### src/include/atsc_defs.vh
// Constants for the converter and temperature sensor control block.
// Assumes inclusion by bare name from rtl files; holds definitions only.
`ifndef ATSC_DEFS_VH
`define ATSC_DEFS_VH

// Register indices (printed offsets), byte address is four times these
`define ATSC_IDX_CFG        8'h0f
`define ATSC_IDX_AOFFS      8'h10
`define ATSC_IDX_RESULT     8'h11
`define ATSC_IDX_TCAL       8'h12
`define ATSC_IDX_TVOFFS     8'h13
`define ATSC_IDX_IRQ_STAT   8'h20
`define ATSC_IDX_IRQ_EN     8'h21
`define ATSC_IDX_IRQ_CLR    8'h22

// Configuration register fields
`define ATSC_CFG_START      7
`define ATSC_SEL_HI         6
`define ATSC_SEL_LO         4
`define ATSC_REF_HI         3
`define ATSC_REF_LO         2
`define ATSC_GAIN_HI        1
`define ATSC_GAIN_LO        0

// Source codes
`define ATSC_SRC_TEMP       3'h0
`define ATSC_SRC_P0         3'h1
`define ATSC_SRC_P2         3'h2
`define ATSC_SRC_D01        3'h4
`define ATSC_SRC_D12        3'h5
`define ATSC_SRC_D02        3'h6
`define ATSC_SRC_GND        3'h7

// Reference codes (reference ignores low bit when high bit is zero; coefficient select still uses it)
`define ATSC_REF_VDD3       2'h2
`define ATSC_REF_VDD2       2'h3

// Amplifier offset field
`define ATSC_AOFFS_SIGN     3
`define ATSC_AOFFS_MASK     8'h0f

// Calibration register fields
`define ATSC_TCAL_RNG_HI    7
`define ATSC_TCAL_RNG_LO    6
`define ATSC_TCAL_KOFFS     5
`define ATSC_TCAL_TRIMEN    4
`define ATSC_TCAL_TRIM_HI   3
`define ATSC_TCAL_RESET     8'h20

// Temperature range codes
`define ATSC_RNG_C_HALF     2'h0
`define ATSC_RNG_C_ONE      2'h1
`define ATSC_RNG_F_ONE      2'h2
`define ATSC_RNG_C_POS      2'h3

// Interrupt bits
`define ATSC_IRQ_DONE       0
`define ATSC_IRQ_W          2

// Conversion time
`define ATSC_CONV_NS        350
`define ATSC_CLK_NS         5
// 350 ns at a 5 ns clock, sized to the counter so nothing is cut silently
`define ATSC_CONV_CYC       7'd70
`define ATSC_CNT_W          7

`endif

### src/rtl/atsc_ctrl.v
// Register control for an 8-bit converter with temperature sensor path.
// Assumes an APB master on REF_CLK_I, analog front end outside this block
// presenting a sample word on SAMPLE_I, synchronous to REF_CLK_I.
`timescale 1ns/100ps
`include "atsc_defs.vh"

module atsc_ctrl (
	// Clock and reset
	input  wire        REF_CLK_I,
	input  wire        RST_I,
	// APB slave
	input  wire        PSEL_I,
	input  wire        PENABLE_I,
	input  wire        PWRITE_I,
	input  wire [11:0] PADDR_I,
	input  wire [31:0] PWDATA_I,
	output reg  [31:0] PRDATA_O,
	output reg         PREADY_O,
	output reg         PSLVERR_O,
	// Analog front end
	input  wire [7:0]  SAMPLE_I,
	output reg         SAMPLE_REQ_O,
	output reg  [2:0]  SRC_SEL_O,
	output reg  [1:0]  REF_SEL_O,
	output reg  [1:0]  GAIN_SEL_O,
	output reg         DIFF_MODE_O,
	output reg         FS_COEF_HI_O,
	output reg         AOFFS_NEG_O,
	output reg  [2:0]  AOFFS_MAG_O,
	output reg  [1:0]  TS_RANGE_O,
	output reg         TS_KOFFS_EN_O,
	output reg         TS_TRIM_EN_O,
	output reg  [3:0]  TS_TRIM_O,
	// Interrupt
	output reg         IRQ_O
);

	localparam ST_IDLE = 1'b0;
	localparam ST_CONV = 1'b1;
	localparam [`ATSC_CNT_W-1:0] CONV_CYC = `ATSC_CONV_CYC;

	reg                    state_r;
	reg                    done_r;
	reg  [`ATSC_CNT_W-1:0] cnt_r;
	reg  [7:0]             cfg_r;
	reg  [3:0]             aoffs_r;
	reg  [7:0]             result_r;
	reg  [7:0]             tcal_r;
	reg  [7:0]             tvoffs_r;
	reg  [`ATSC_IRQ_W-1:0] irq_stat_r;
	reg  [`ATSC_IRQ_W-1:0] irq_en_r;
	reg  [31:0]            rdata_nxt;
	reg                    err_nxt;

	wire       acc     = PSEL_I & PENABLE_I & PREADY_O;
	wire       wr      = acc & PWRITE_I;
	wire [7:0] idx     = PADDR_I[9:2];
	wire       aligned = (PADDR_I[1:0] == 2'h0) & (PADDR_I[11:10] == 2'h0);
	wire       start   = wr & aligned & (idx == `ATSC_IDX_CFG) & PWDATA_I[`ATSC_CFG_START];
	wire       finish  = (state_r == ST_CONV) && (cnt_r == CONV_CYC);
	wire [2:0] src     = cfg_r[`ATSC_SEL_HI:`ATSC_SEL_LO];
	wire [1:0] refsel  = cfg_r[`ATSC_REF_HI:`ATSC_REF_LO];
	wire       setup   = PSEL_I & ~PENABLE_I;
	wire       wr_ok   = wr & aligned;

	// Per-register write strobes, taken at the completing edge
	wire       wr_cfg     = wr_ok & (idx == `ATSC_IDX_CFG);
	wire       wr_aoffs   = wr_ok & (idx == `ATSC_IDX_AOFFS);
	wire       wr_tcal    = wr_ok & (idx == `ATSC_IDX_TCAL);
	wire       wr_tvoffs  = wr_ok & (idx == `ATSC_IDX_TVOFFS);
	wire       wr_irq_en  = wr_ok & (idx == `ATSC_IDX_IRQ_EN);
	wire       wr_irq_clr = wr_ok & (idx == `ATSC_IDX_IRQ_CLR);

	// Field views of the stored settings
	wire [1:0] gain       = cfg_r[`ATSC_GAIN_HI:`ATSC_GAIN_LO];
	wire       ref_hi     = refsel[1];
	wire       aoffs_neg  = aoffs_r[`ATSC_AOFFS_SIGN];
	wire [2:0] aoffs_mag  = aoffs_r[`ATSC_AOFFS_SIGN-1:0];
	wire [1:0] ts_range   = tcal_r[`ATSC_TCAL_RNG_HI:`ATSC_TCAL_RNG_LO];
	wire       ts_koffs   = tcal_r[`ATSC_TCAL_KOFFS];
	wire       ts_trim_en = tcal_r[`ATSC_TCAL_TRIMEN];
	wire [3:0] ts_trim    = tcal_r[`ATSC_TCAL_TRIM_HI:0];
	wire       irq_pend   = |(irq_stat_r & irq_en_r);

	// Offset applies to sensor readings only; wraps on overflow
	wire [7:0] sample_fix = (src == `ATSC_SRC_TEMP) ? SAMPLE_I + tvoffs_r : SAMPLE_I;
	wire [`ATSC_IRQ_W-1:0] irq_ev = {1'b0, finish};

	////////////////////////////////////////////////////////////////////////
	// APB read mux and decode

	always @* begin
		rdata_nxt = 32'h0000_0000;
		err_nxt   = 1'b0;
		if (!aligned) begin
			err_nxt = 1'b1;
		end else begin
			case (idx)
				`ATSC_IDX_CFG: begin
					rdata_nxt = {24'h000000, done_r, cfg_r[6:0]};
				end
				`ATSC_IDX_AOFFS: begin
					rdata_nxt = {28'h0000000, aoffs_r};
				end
				`ATSC_IDX_RESULT: begin
					rdata_nxt = {24'h000000, result_r};
				end
				`ATSC_IDX_TCAL: begin
					rdata_nxt = {24'h000000, tcal_r};
				end
				`ATSC_IDX_TVOFFS: begin
					rdata_nxt = {24'h000000, tvoffs_r};
				end
				`ATSC_IDX_IRQ_STAT: begin
					rdata_nxt = {30'h00000000, irq_stat_r};
				end
				`ATSC_IDX_IRQ_EN: begin
					rdata_nxt = {30'h00000000, irq_en_r};
				end
				`ATSC_IDX_IRQ_CLR: begin
					rdata_nxt = 32'h0000_0000;
				end
				default: begin
					err_nxt = 1'b1;
				end
			endcase
		end
	end

	// Zero wait: ready rises in the access cycle, one answer per transfer
	always @(posedge REF_CLK_I or posedge RST_I) begin
		if (RST_I) begin
			PREADY_O <= 1'b0;
		end else begin
			PREADY_O <= setup;
		end
	end

	// Error answers with ready, so a refused transfer still completes
	always @(posedge REF_CLK_I or posedge RST_I) begin
		if (RST_I) begin
			PSLVERR_O <= 1'b0;
		end else begin
			PSLVERR_O <= setup & err_nxt;
		end
	end

	// Read data captured in setup, valid while ready stands
	always @(posedge REF_CLK_I or posedge RST_I) begin
		if (RST_I) begin
			PRDATA_O <= 32'h0000_0000;
		end else if (setup & ~PWRITE_I) begin
			PRDATA_O <= rdata_nxt;
		end
	end

	////////////////////////////////////////////////////////////////////////
	// Registers software writes

	// Start bit is a strobe, only the setting bits are kept
	always @(posedge REF_CLK_I or posedge RST_I) begin
		if (RST_I) begin
			cfg_r <= 8'h00;
		end else if (wr_cfg) begin
			cfg_r <= {1'b0, PWDATA_I[`ATSC_CFG_START-1:0]};
		end
	end

	// Reserved upper bits of the amplifier offset are not stored
	always @(posedge REF_CLK_I or posedge RST_I) begin
		if (RST_I) begin
			aoffs_r <= 4'h0;
		end else if (wr_aoffs) begin
			aoffs_r <= PWDATA_I[`ATSC_AOFFS_SIGN:0];
		end
	end

	always @(posedge REF_CLK_I or posedge RST_I) begin
		if (RST_I) begin
			tcal_r <= `ATSC_TCAL_RESET;
		end else if (wr_tcal) begin
			tcal_r <= PWDATA_I[7:0];
		end
	end

	always @(posedge REF_CLK_I or posedge RST_I) begin
		if (RST_I) begin
			tvoffs_r <= 8'h00;
		end else if (wr_tvoffs) begin
			tvoffs_r <= PWDATA_I[7:0];
		end
	end

	always @(posedge REF_CLK_I or posedge RST_I) begin
		if (RST_I) begin
			irq_en_r <= {`ATSC_IRQ_W{1'b0}};
		end else if (wr_irq_en) begin
			irq_en_r <= PWDATA_I[`ATSC_IRQ_W-1:0];
		end
	end

	////////////////////////////////////////////////////////////////////////
	// Conversion sequencer

	// A start during a running conversion restarts it; settings are assumed
	// steady meanwhile, so no shadow copy is taken
	always @(posedge REF_CLK_I or posedge RST_I) begin
		if (RST_I) begin
			state_r <= ST_IDLE;
			cnt_r   <= {`ATSC_CNT_W{1'b0}};
		end else begin
			case (state_r)
				ST_IDLE: begin
					if (start) begin
						state_r <= ST_CONV;
						cnt_r   <= {`ATSC_CNT_W{1'b0}};
					end
				end
				ST_CONV: begin
					if (start) begin
						cnt_r <= {`ATSC_CNT_W{1'b0}};
					end else if (finish) begin
						state_r <= ST_IDLE;
					end else begin
						cnt_r <= cnt_r + 1'b1;
					end
				end
				default: begin
					state_r <= ST_IDLE;
				end
			endcase
		end
	end

	// Request pulse marks every launch, restarts included
	always @(posedge REF_CLK_I or posedge RST_I) begin
		if (RST_I) begin
			SAMPLE_REQ_O <= 1'b0;
		end else begin
			SAMPLE_REQ_O <= start;
		end
	end

	// Done clears on start and sets when the result lands; start wins
	always @(posedge REF_CLK_I or posedge RST_I) begin
		if (RST_I) begin
			done_r   <= 1'b0;
			result_r <= 8'h00;
		end else if (start) begin
			done_r <= 1'b0;
		end else if (finish) begin
			result_r <= sample_fix;
			done_r   <= 1'b1;
		end
	end

	////////////////////////////////////////////////////////////////////////
	// Front end steering

	always @(posedge REF_CLK_I or posedge RST_I) begin
		if (RST_I) begin
			SRC_SEL_O   <= 3'h0;
			DIFF_MODE_O <= 1'b0;
		end else begin
			SRC_SEL_O   <= src;
			DIFF_MODE_O <= src[2] & (src != `ATSC_SRC_GND);
		end
	end

	// Bandgap whenever the high bit is clear; coefficient follows bit 0 alone
	always @(posedge REF_CLK_I or posedge RST_I) begin
		if (RST_I) begin
			REF_SEL_O    <= 2'h0;
			GAIN_SEL_O   <= 2'h0;
			FS_COEF_HI_O <= 1'b0;
		end else begin
			REF_SEL_O    <= ref_hi ? refsel : 2'h0;
			GAIN_SEL_O   <= gain;
			FS_COEF_HI_O <= refsel[0];
		end
	end

	// Passed on as sign and magnitude, the front end does the arithmetic
	always @(posedge REF_CLK_I or posedge RST_I) begin
		if (RST_I) begin
			AOFFS_NEG_O <= 1'b0;
			AOFFS_MAG_O <= 3'h0;
		end else begin
			AOFFS_NEG_O <= aoffs_neg;
			AOFFS_MAG_O <= aoffs_mag;
		end
	end

	// Kelvin offset enable idles high, matching the calibration reset value
	always @(posedge REF_CLK_I or posedge RST_I) begin
		if (RST_I) begin
			TS_RANGE_O    <= 2'h0;
			TS_KOFFS_EN_O <= 1'b1;
			TS_TRIM_EN_O  <= 1'b0;
			TS_TRIM_O     <= 4'h0;
		end else begin
			TS_RANGE_O    <= ts_range;
			TS_KOFFS_EN_O <= ts_koffs;
			TS_TRIM_EN_O  <= ts_trim_en;
			TS_TRIM_O     <= ts_trim;
		end
	end

	////////////////////////////////////////////////////////////////////////
	// Interrupt status, set wins over clear

	always @(posedge REF_CLK_I or posedge RST_I) begin
		if (RST_I) begin
			irq_stat_r <= {`ATSC_IRQ_W{1'b0}};
		end else if (wr_irq_clr) begin
			irq_stat_r <= (irq_stat_r & ~PWDATA_I[`ATSC_IRQ_W-1:0]) | irq_ev;
		end else begin
			irq_stat_r <= irq_stat_r | irq_ev;
		end
	end

	// Level output trails the status by one edge
	always @(posedge REF_CLK_I or posedge RST_I) begin
		if (RST_I) begin
			IRQ_O <= 1'b0;
		end else begin
			IRQ_O <= irq_pend;
		end
	end

endmodule

### config.mk
export PLATFORM = sky130hd
export DESIGN_NAME = atsc_ctrl
export DESIGN_NICKNAME = d
export VERILOG_FILES = /design/src/rtl/atsc_ctrl.v
export VERILOG_INCLUDE_DIRS = /design/src /design/src/include
export SDC_FILE = /design/constraint.sdc
export NUM_CORES = 1
export LEC_CHECK = 0
export BUFFER_PORTS_ARGS = -buffer_cell sky130_fd_sc_hd__buf_2
export CAP_MARGIN = 10
export CORE_MARGIN = 2
export CORE_UTILIZATION = 40
export DETAILED_ROUTE_END_ITERATION = 8
export GPL_TIMING_DRIVEN = 0
export PLACE_DENSITY = 0.61
export RECOVER_POWER = 50
export SLEW_MARGIN = 20
export SYNTH_ARGS = -nofsm -noshare
export SYNTH_HDL_FRONTEND = slang
export SYNTH_SLANG_ARGS = --single-unit
### constraint.sdc
create_clock -name REF_CLK_I -period 5.9 [get_ports REF_CLK_I]
set_input_delay 0.59 -clock REF_CLK_I [delete_from_list [all_inputs] [get_ports REF_CLK_I]]
set_output_delay 0.59 -clock REF_CLK_I [all_outputs]
set_load 0.005 [all_outputs]
==> summary.txt <==
Detailed routing
  • Pre-Repair DR Iteration Count: 4
  • Via count: 2833
  • Via-to-Cell Ratio: 4.90
  • Total Wirelength: 8.74 mm
  • 1st-iter DRT viols: 100
  • DRC: 0
  • Final ANT Viol Nets: 0
  • Routed length per instance: 15.1 um

Worst setup path
  • Largest fanout on the critical path: 10
  • Critical path launch point type: input port
  • Crit-path cells: buf_2 > or4_4 > buf_6 > nor4_4 > a21oi_4 > buf_6 > nor2_1 > a21oi_1
  • Worst setup path class: input port to flip-flop
  • Critical path arrival: 2700 ps
  • Worst setup EP type: flip-flop
  • Max incr delay on CP: 800 ps
  • Crit path top cell by count: buf_6
  • Worst endpoint required time: 6140 ps
  • Slowest-stage cell, CP: nor4_4

Timing
  • Final hold viol count: 0
  • Slew headroom: -0.643%
  • Final Skew: 16.4 ps
  • Fmax: 407 MHz
  • Slew @ Worst Pin: 1500 ps
  • Post-route clock period utilization: 41.6%
  • Final WS setup: 3440 ps
  • Final Setup Violations: 0
  • RSZ-0062 raised after global routing: no
  • Setup_tns: 0 ps
  • Tmin final: 2460 ps
  • Slew Viols, Final: 33

Pwr
  • Logic pwr share: 8.2%
  • Total net switching power: 0.277 mW
  • Total power draw: 1.04 mW
  • LEAKAGE: 2.40 nW
  • Peak supply drop: 0.000121 V
  • Pwr Density: 219 mW/mm2
  • Sequential Power Share: 55.6%
  • Sw frac: 26.6%
  • Int Power: 0.764 mW
  • Clock power frac: 36.2%

Run status
  • Failing checks: max-capacitance violations, max-slew violations
  • Status: complete, but fails checks

Logic synthesis
  • FF+latch count, synth: 81
  • Number of enable flip-flop cells after synthesis: 0
  • Cell count after synthesis: 341
  • Synthesized area: 0.00397 mm2
  • Synth Flop Type: dfrtp_1
  • Top cell type's share of synthesized area: 49.7%
  • YS warnings: 0
  • Synth top area cells: dfrtp_1 50%, mux2_2 8.5%, buf_4 4.7%
  • Cell variety after synth: 62
  • Post-synth ARST share: 100%
  • Cell taking the most area after synthesis: dfrtp_1
  • Syn_area_per_cell: 11.7 um2
  • Sequential area share after synthesis: 51.1%

Die
  • Initial core utilization: 40.8%
  • Die area: 0.0107 mm2
  • Row cnt: 36
  • Die extent in x: 104 um
  • Io pins: 114
  • Core area: 0.00973 mm2
  • Die Y: 104 um

Clock network
  • TritonCTS clock tree: yes
  • Clock-pin slew on the worst setup and hold paths: 90 ps
  • Clock latency on the worst-skew pair: 350 ps
  • Post-CTS Resized: 0
  • Post-CTS repair timing setup buffer count: 0
  • Max Root-Sink Buffers: 2
  • Hold buffers post-CTS: 0
  • Num CTS Buffers: 9
  • H-Tree Depth: 3
  • CTS root buffer: clkbuf_8
  • Sink Count: 81

Final layout
  • Multi-input gate area: 0.00176 mm2
  • Area growth from synthesis to layout: 19.7%
  • Nets: 507
  • # fillers: 970
  • Most common cell after layout, fill and taps aside: dfrtp_1
  • Share of cells above drive strength 1: 35.5%
  • Commonest non-fill, non-tap cells in the layout: 79 x dfrtp_1, 66 x buf_2, 30 x mux2_2, 25 x buf_4, 24 x conb_1
  • N_diodes: 0
  • Sequential cell area: 0.00203 mm2

Global route
  • Initial antenna violation count: 0
  • GRT Util Overall: 17.1%
  • First-pass GRT wire length: 14.8 mm
  • Largest net degree at the start of global routing: 50
  • Vias in the first global route: 2917
  • Gr ovfl total: 0

Hold path
  • Min-delay worst type: flip-flop to flip-flop

Flow run
  • Max cap viols: 1

Placement
  • HPWL Detailed: 6.56 mm
  • GP Congestion: 0.900
  • Pre-CTS setup slack: 3060 ps
  • I/O Buffers: 64
cell usage after synthesis (2+ instances only):
cell type	n
mux2i_1	7
nor2_1	21
nor3b_1	4
dfstp_2	2
a21oi_1	9
clkbuf_1	3
a221o_1	2
ha_1	9
xor2_1	4
nand4b_1	3
or4b_2	2
or4b_1	2
nor3_2	2
nand2b_1	2
dfrtp_1	79
o21a_1	3
o211ai_1	2
a22o_1	9
buf_6	2
nand3_1	4
a21o_1	2
a21boi_0	2
buf_2	3
nor4b_1	2
and3_1	5
xnor2_1	3
o21ai_0	11
nand2_1	20
or3_1	3
a211oi_1	2
a31oi_1	6
inv_1	7
nand3b_1	2
a22oi_1	7
nor3_4	2
mux2_2	30
nor2b_1	3
and2_1	2
buf_4	25
nand4_1	5
nor3_1	7
flip-flops by register name (all words and copies together), names as in the netlist, 3 cells and up:
name / flops
tcal_r: 8
cnt_r: 7
cfg_r: 7
AOFFS_MAG_O: 3
result_r: 8
PRDATA_O: 8
SRC_SEL_O: 3
tvoffs_r: 8
aoffs_r: 4
TS_TRIM_O: 4
through the flow:
step / util (%) / cell area, um2 / cells / hold slack (ps)
final: 48.9 / 4760 / 578 / 379
after global routing: 48.9 / 4760 / 578 / 400
after CTS: 48.9 / 4760 / 578 / 246
after detailed placement: 47.0 / 4580 / 562 / 362
after global placement: 46.7 / 4550 / 561 / 361
after floorplan: - / 4060 / 364 / 354
routing by layer:
metal | vias up | part of all wire (%) | GRT usage [%]
li1 | 1390 | - | -
met1 | 1355 | 47 | 23.8
met2 | 80 | 47 | 27.4
met3 | 8 | 4.7 | 3.71
met4 | 0 | 0.94 | 4.44
met5 | - | 0 | 0
final timing paths:
check	from	to	slack, ps	cells after the start
setup / recovery	PADDR_I[1]	result_r[1]	3440	8
hold / removal	tcal_r[1]	TS_TRIM_O[1]	380	0
setup reg to reg	tvoffs_r[4]	result_r[7]	3720	6
hold reg to reg	tcal_r[1]	TS_TRIM_O[1]	380	0
max in group asynchronous	RST_I	TS_KOFFS_EN_O	4470	3
min in group asynchronous	RST_I	SRC_SEL_O[1]	580	2
critical path, delay by kind of cell:
| kind | cells | cell delay, ps |
|---|---|---|
| buf+inv | 3 | 440 |
| compound gates | 2 | 230 |
| simple gates | 3 | 1440 |
power by group through the flow:
stage / logic, mW / clock network [mW] / registers, mW
final: 0.0858 / 0.377 / 0.578
after floorplan: 0.0558 / 0 / 0.587
after global routing: 0.0974 / 0.408 / 0.581
after global placement: 0.0817 / 0 / 0.589
after detailed placement: 0.0859 / 0 / 0.589
after CTS: 0.0865 / 0.386 / 0.578
final cells by class:
| type | instances | share of cell area (%) |
|---|---|---|
| Buffer | 34 | 5.05 |
| Timing Repair Buffer | 65 | 7.28 |
| Tap cell | 133 | 3.50 |
| Clock buffer | 9 | 2.60 |
| Clock inverter | 7 | 1.26 |
| Inverter | 7 | 0.578 |
| Multi-Input combinational cell | 242 | 37.1 |
| Sequential cell | 81 | 42.7 |
kinds of logic (layout without fill, tap and decap cells):
logic type | after synthesis | in the layout | synth area share [%]
other cells | 1 | 24 | 0.0944
flops | 81 | 81 | 51.1
simple gates | 100 | 100 | 15.5
mux | 37 | 37 | 10.3
compound gates | 64 | 64 | 11.5
buf+inv | 41 | 122 | 6.71
xor+xnor | 7 | 7 | 1.54
fa+ha+maj | 10 | 10 | 3.34
No activity file was read; power rests on OpenSTA's default activity.
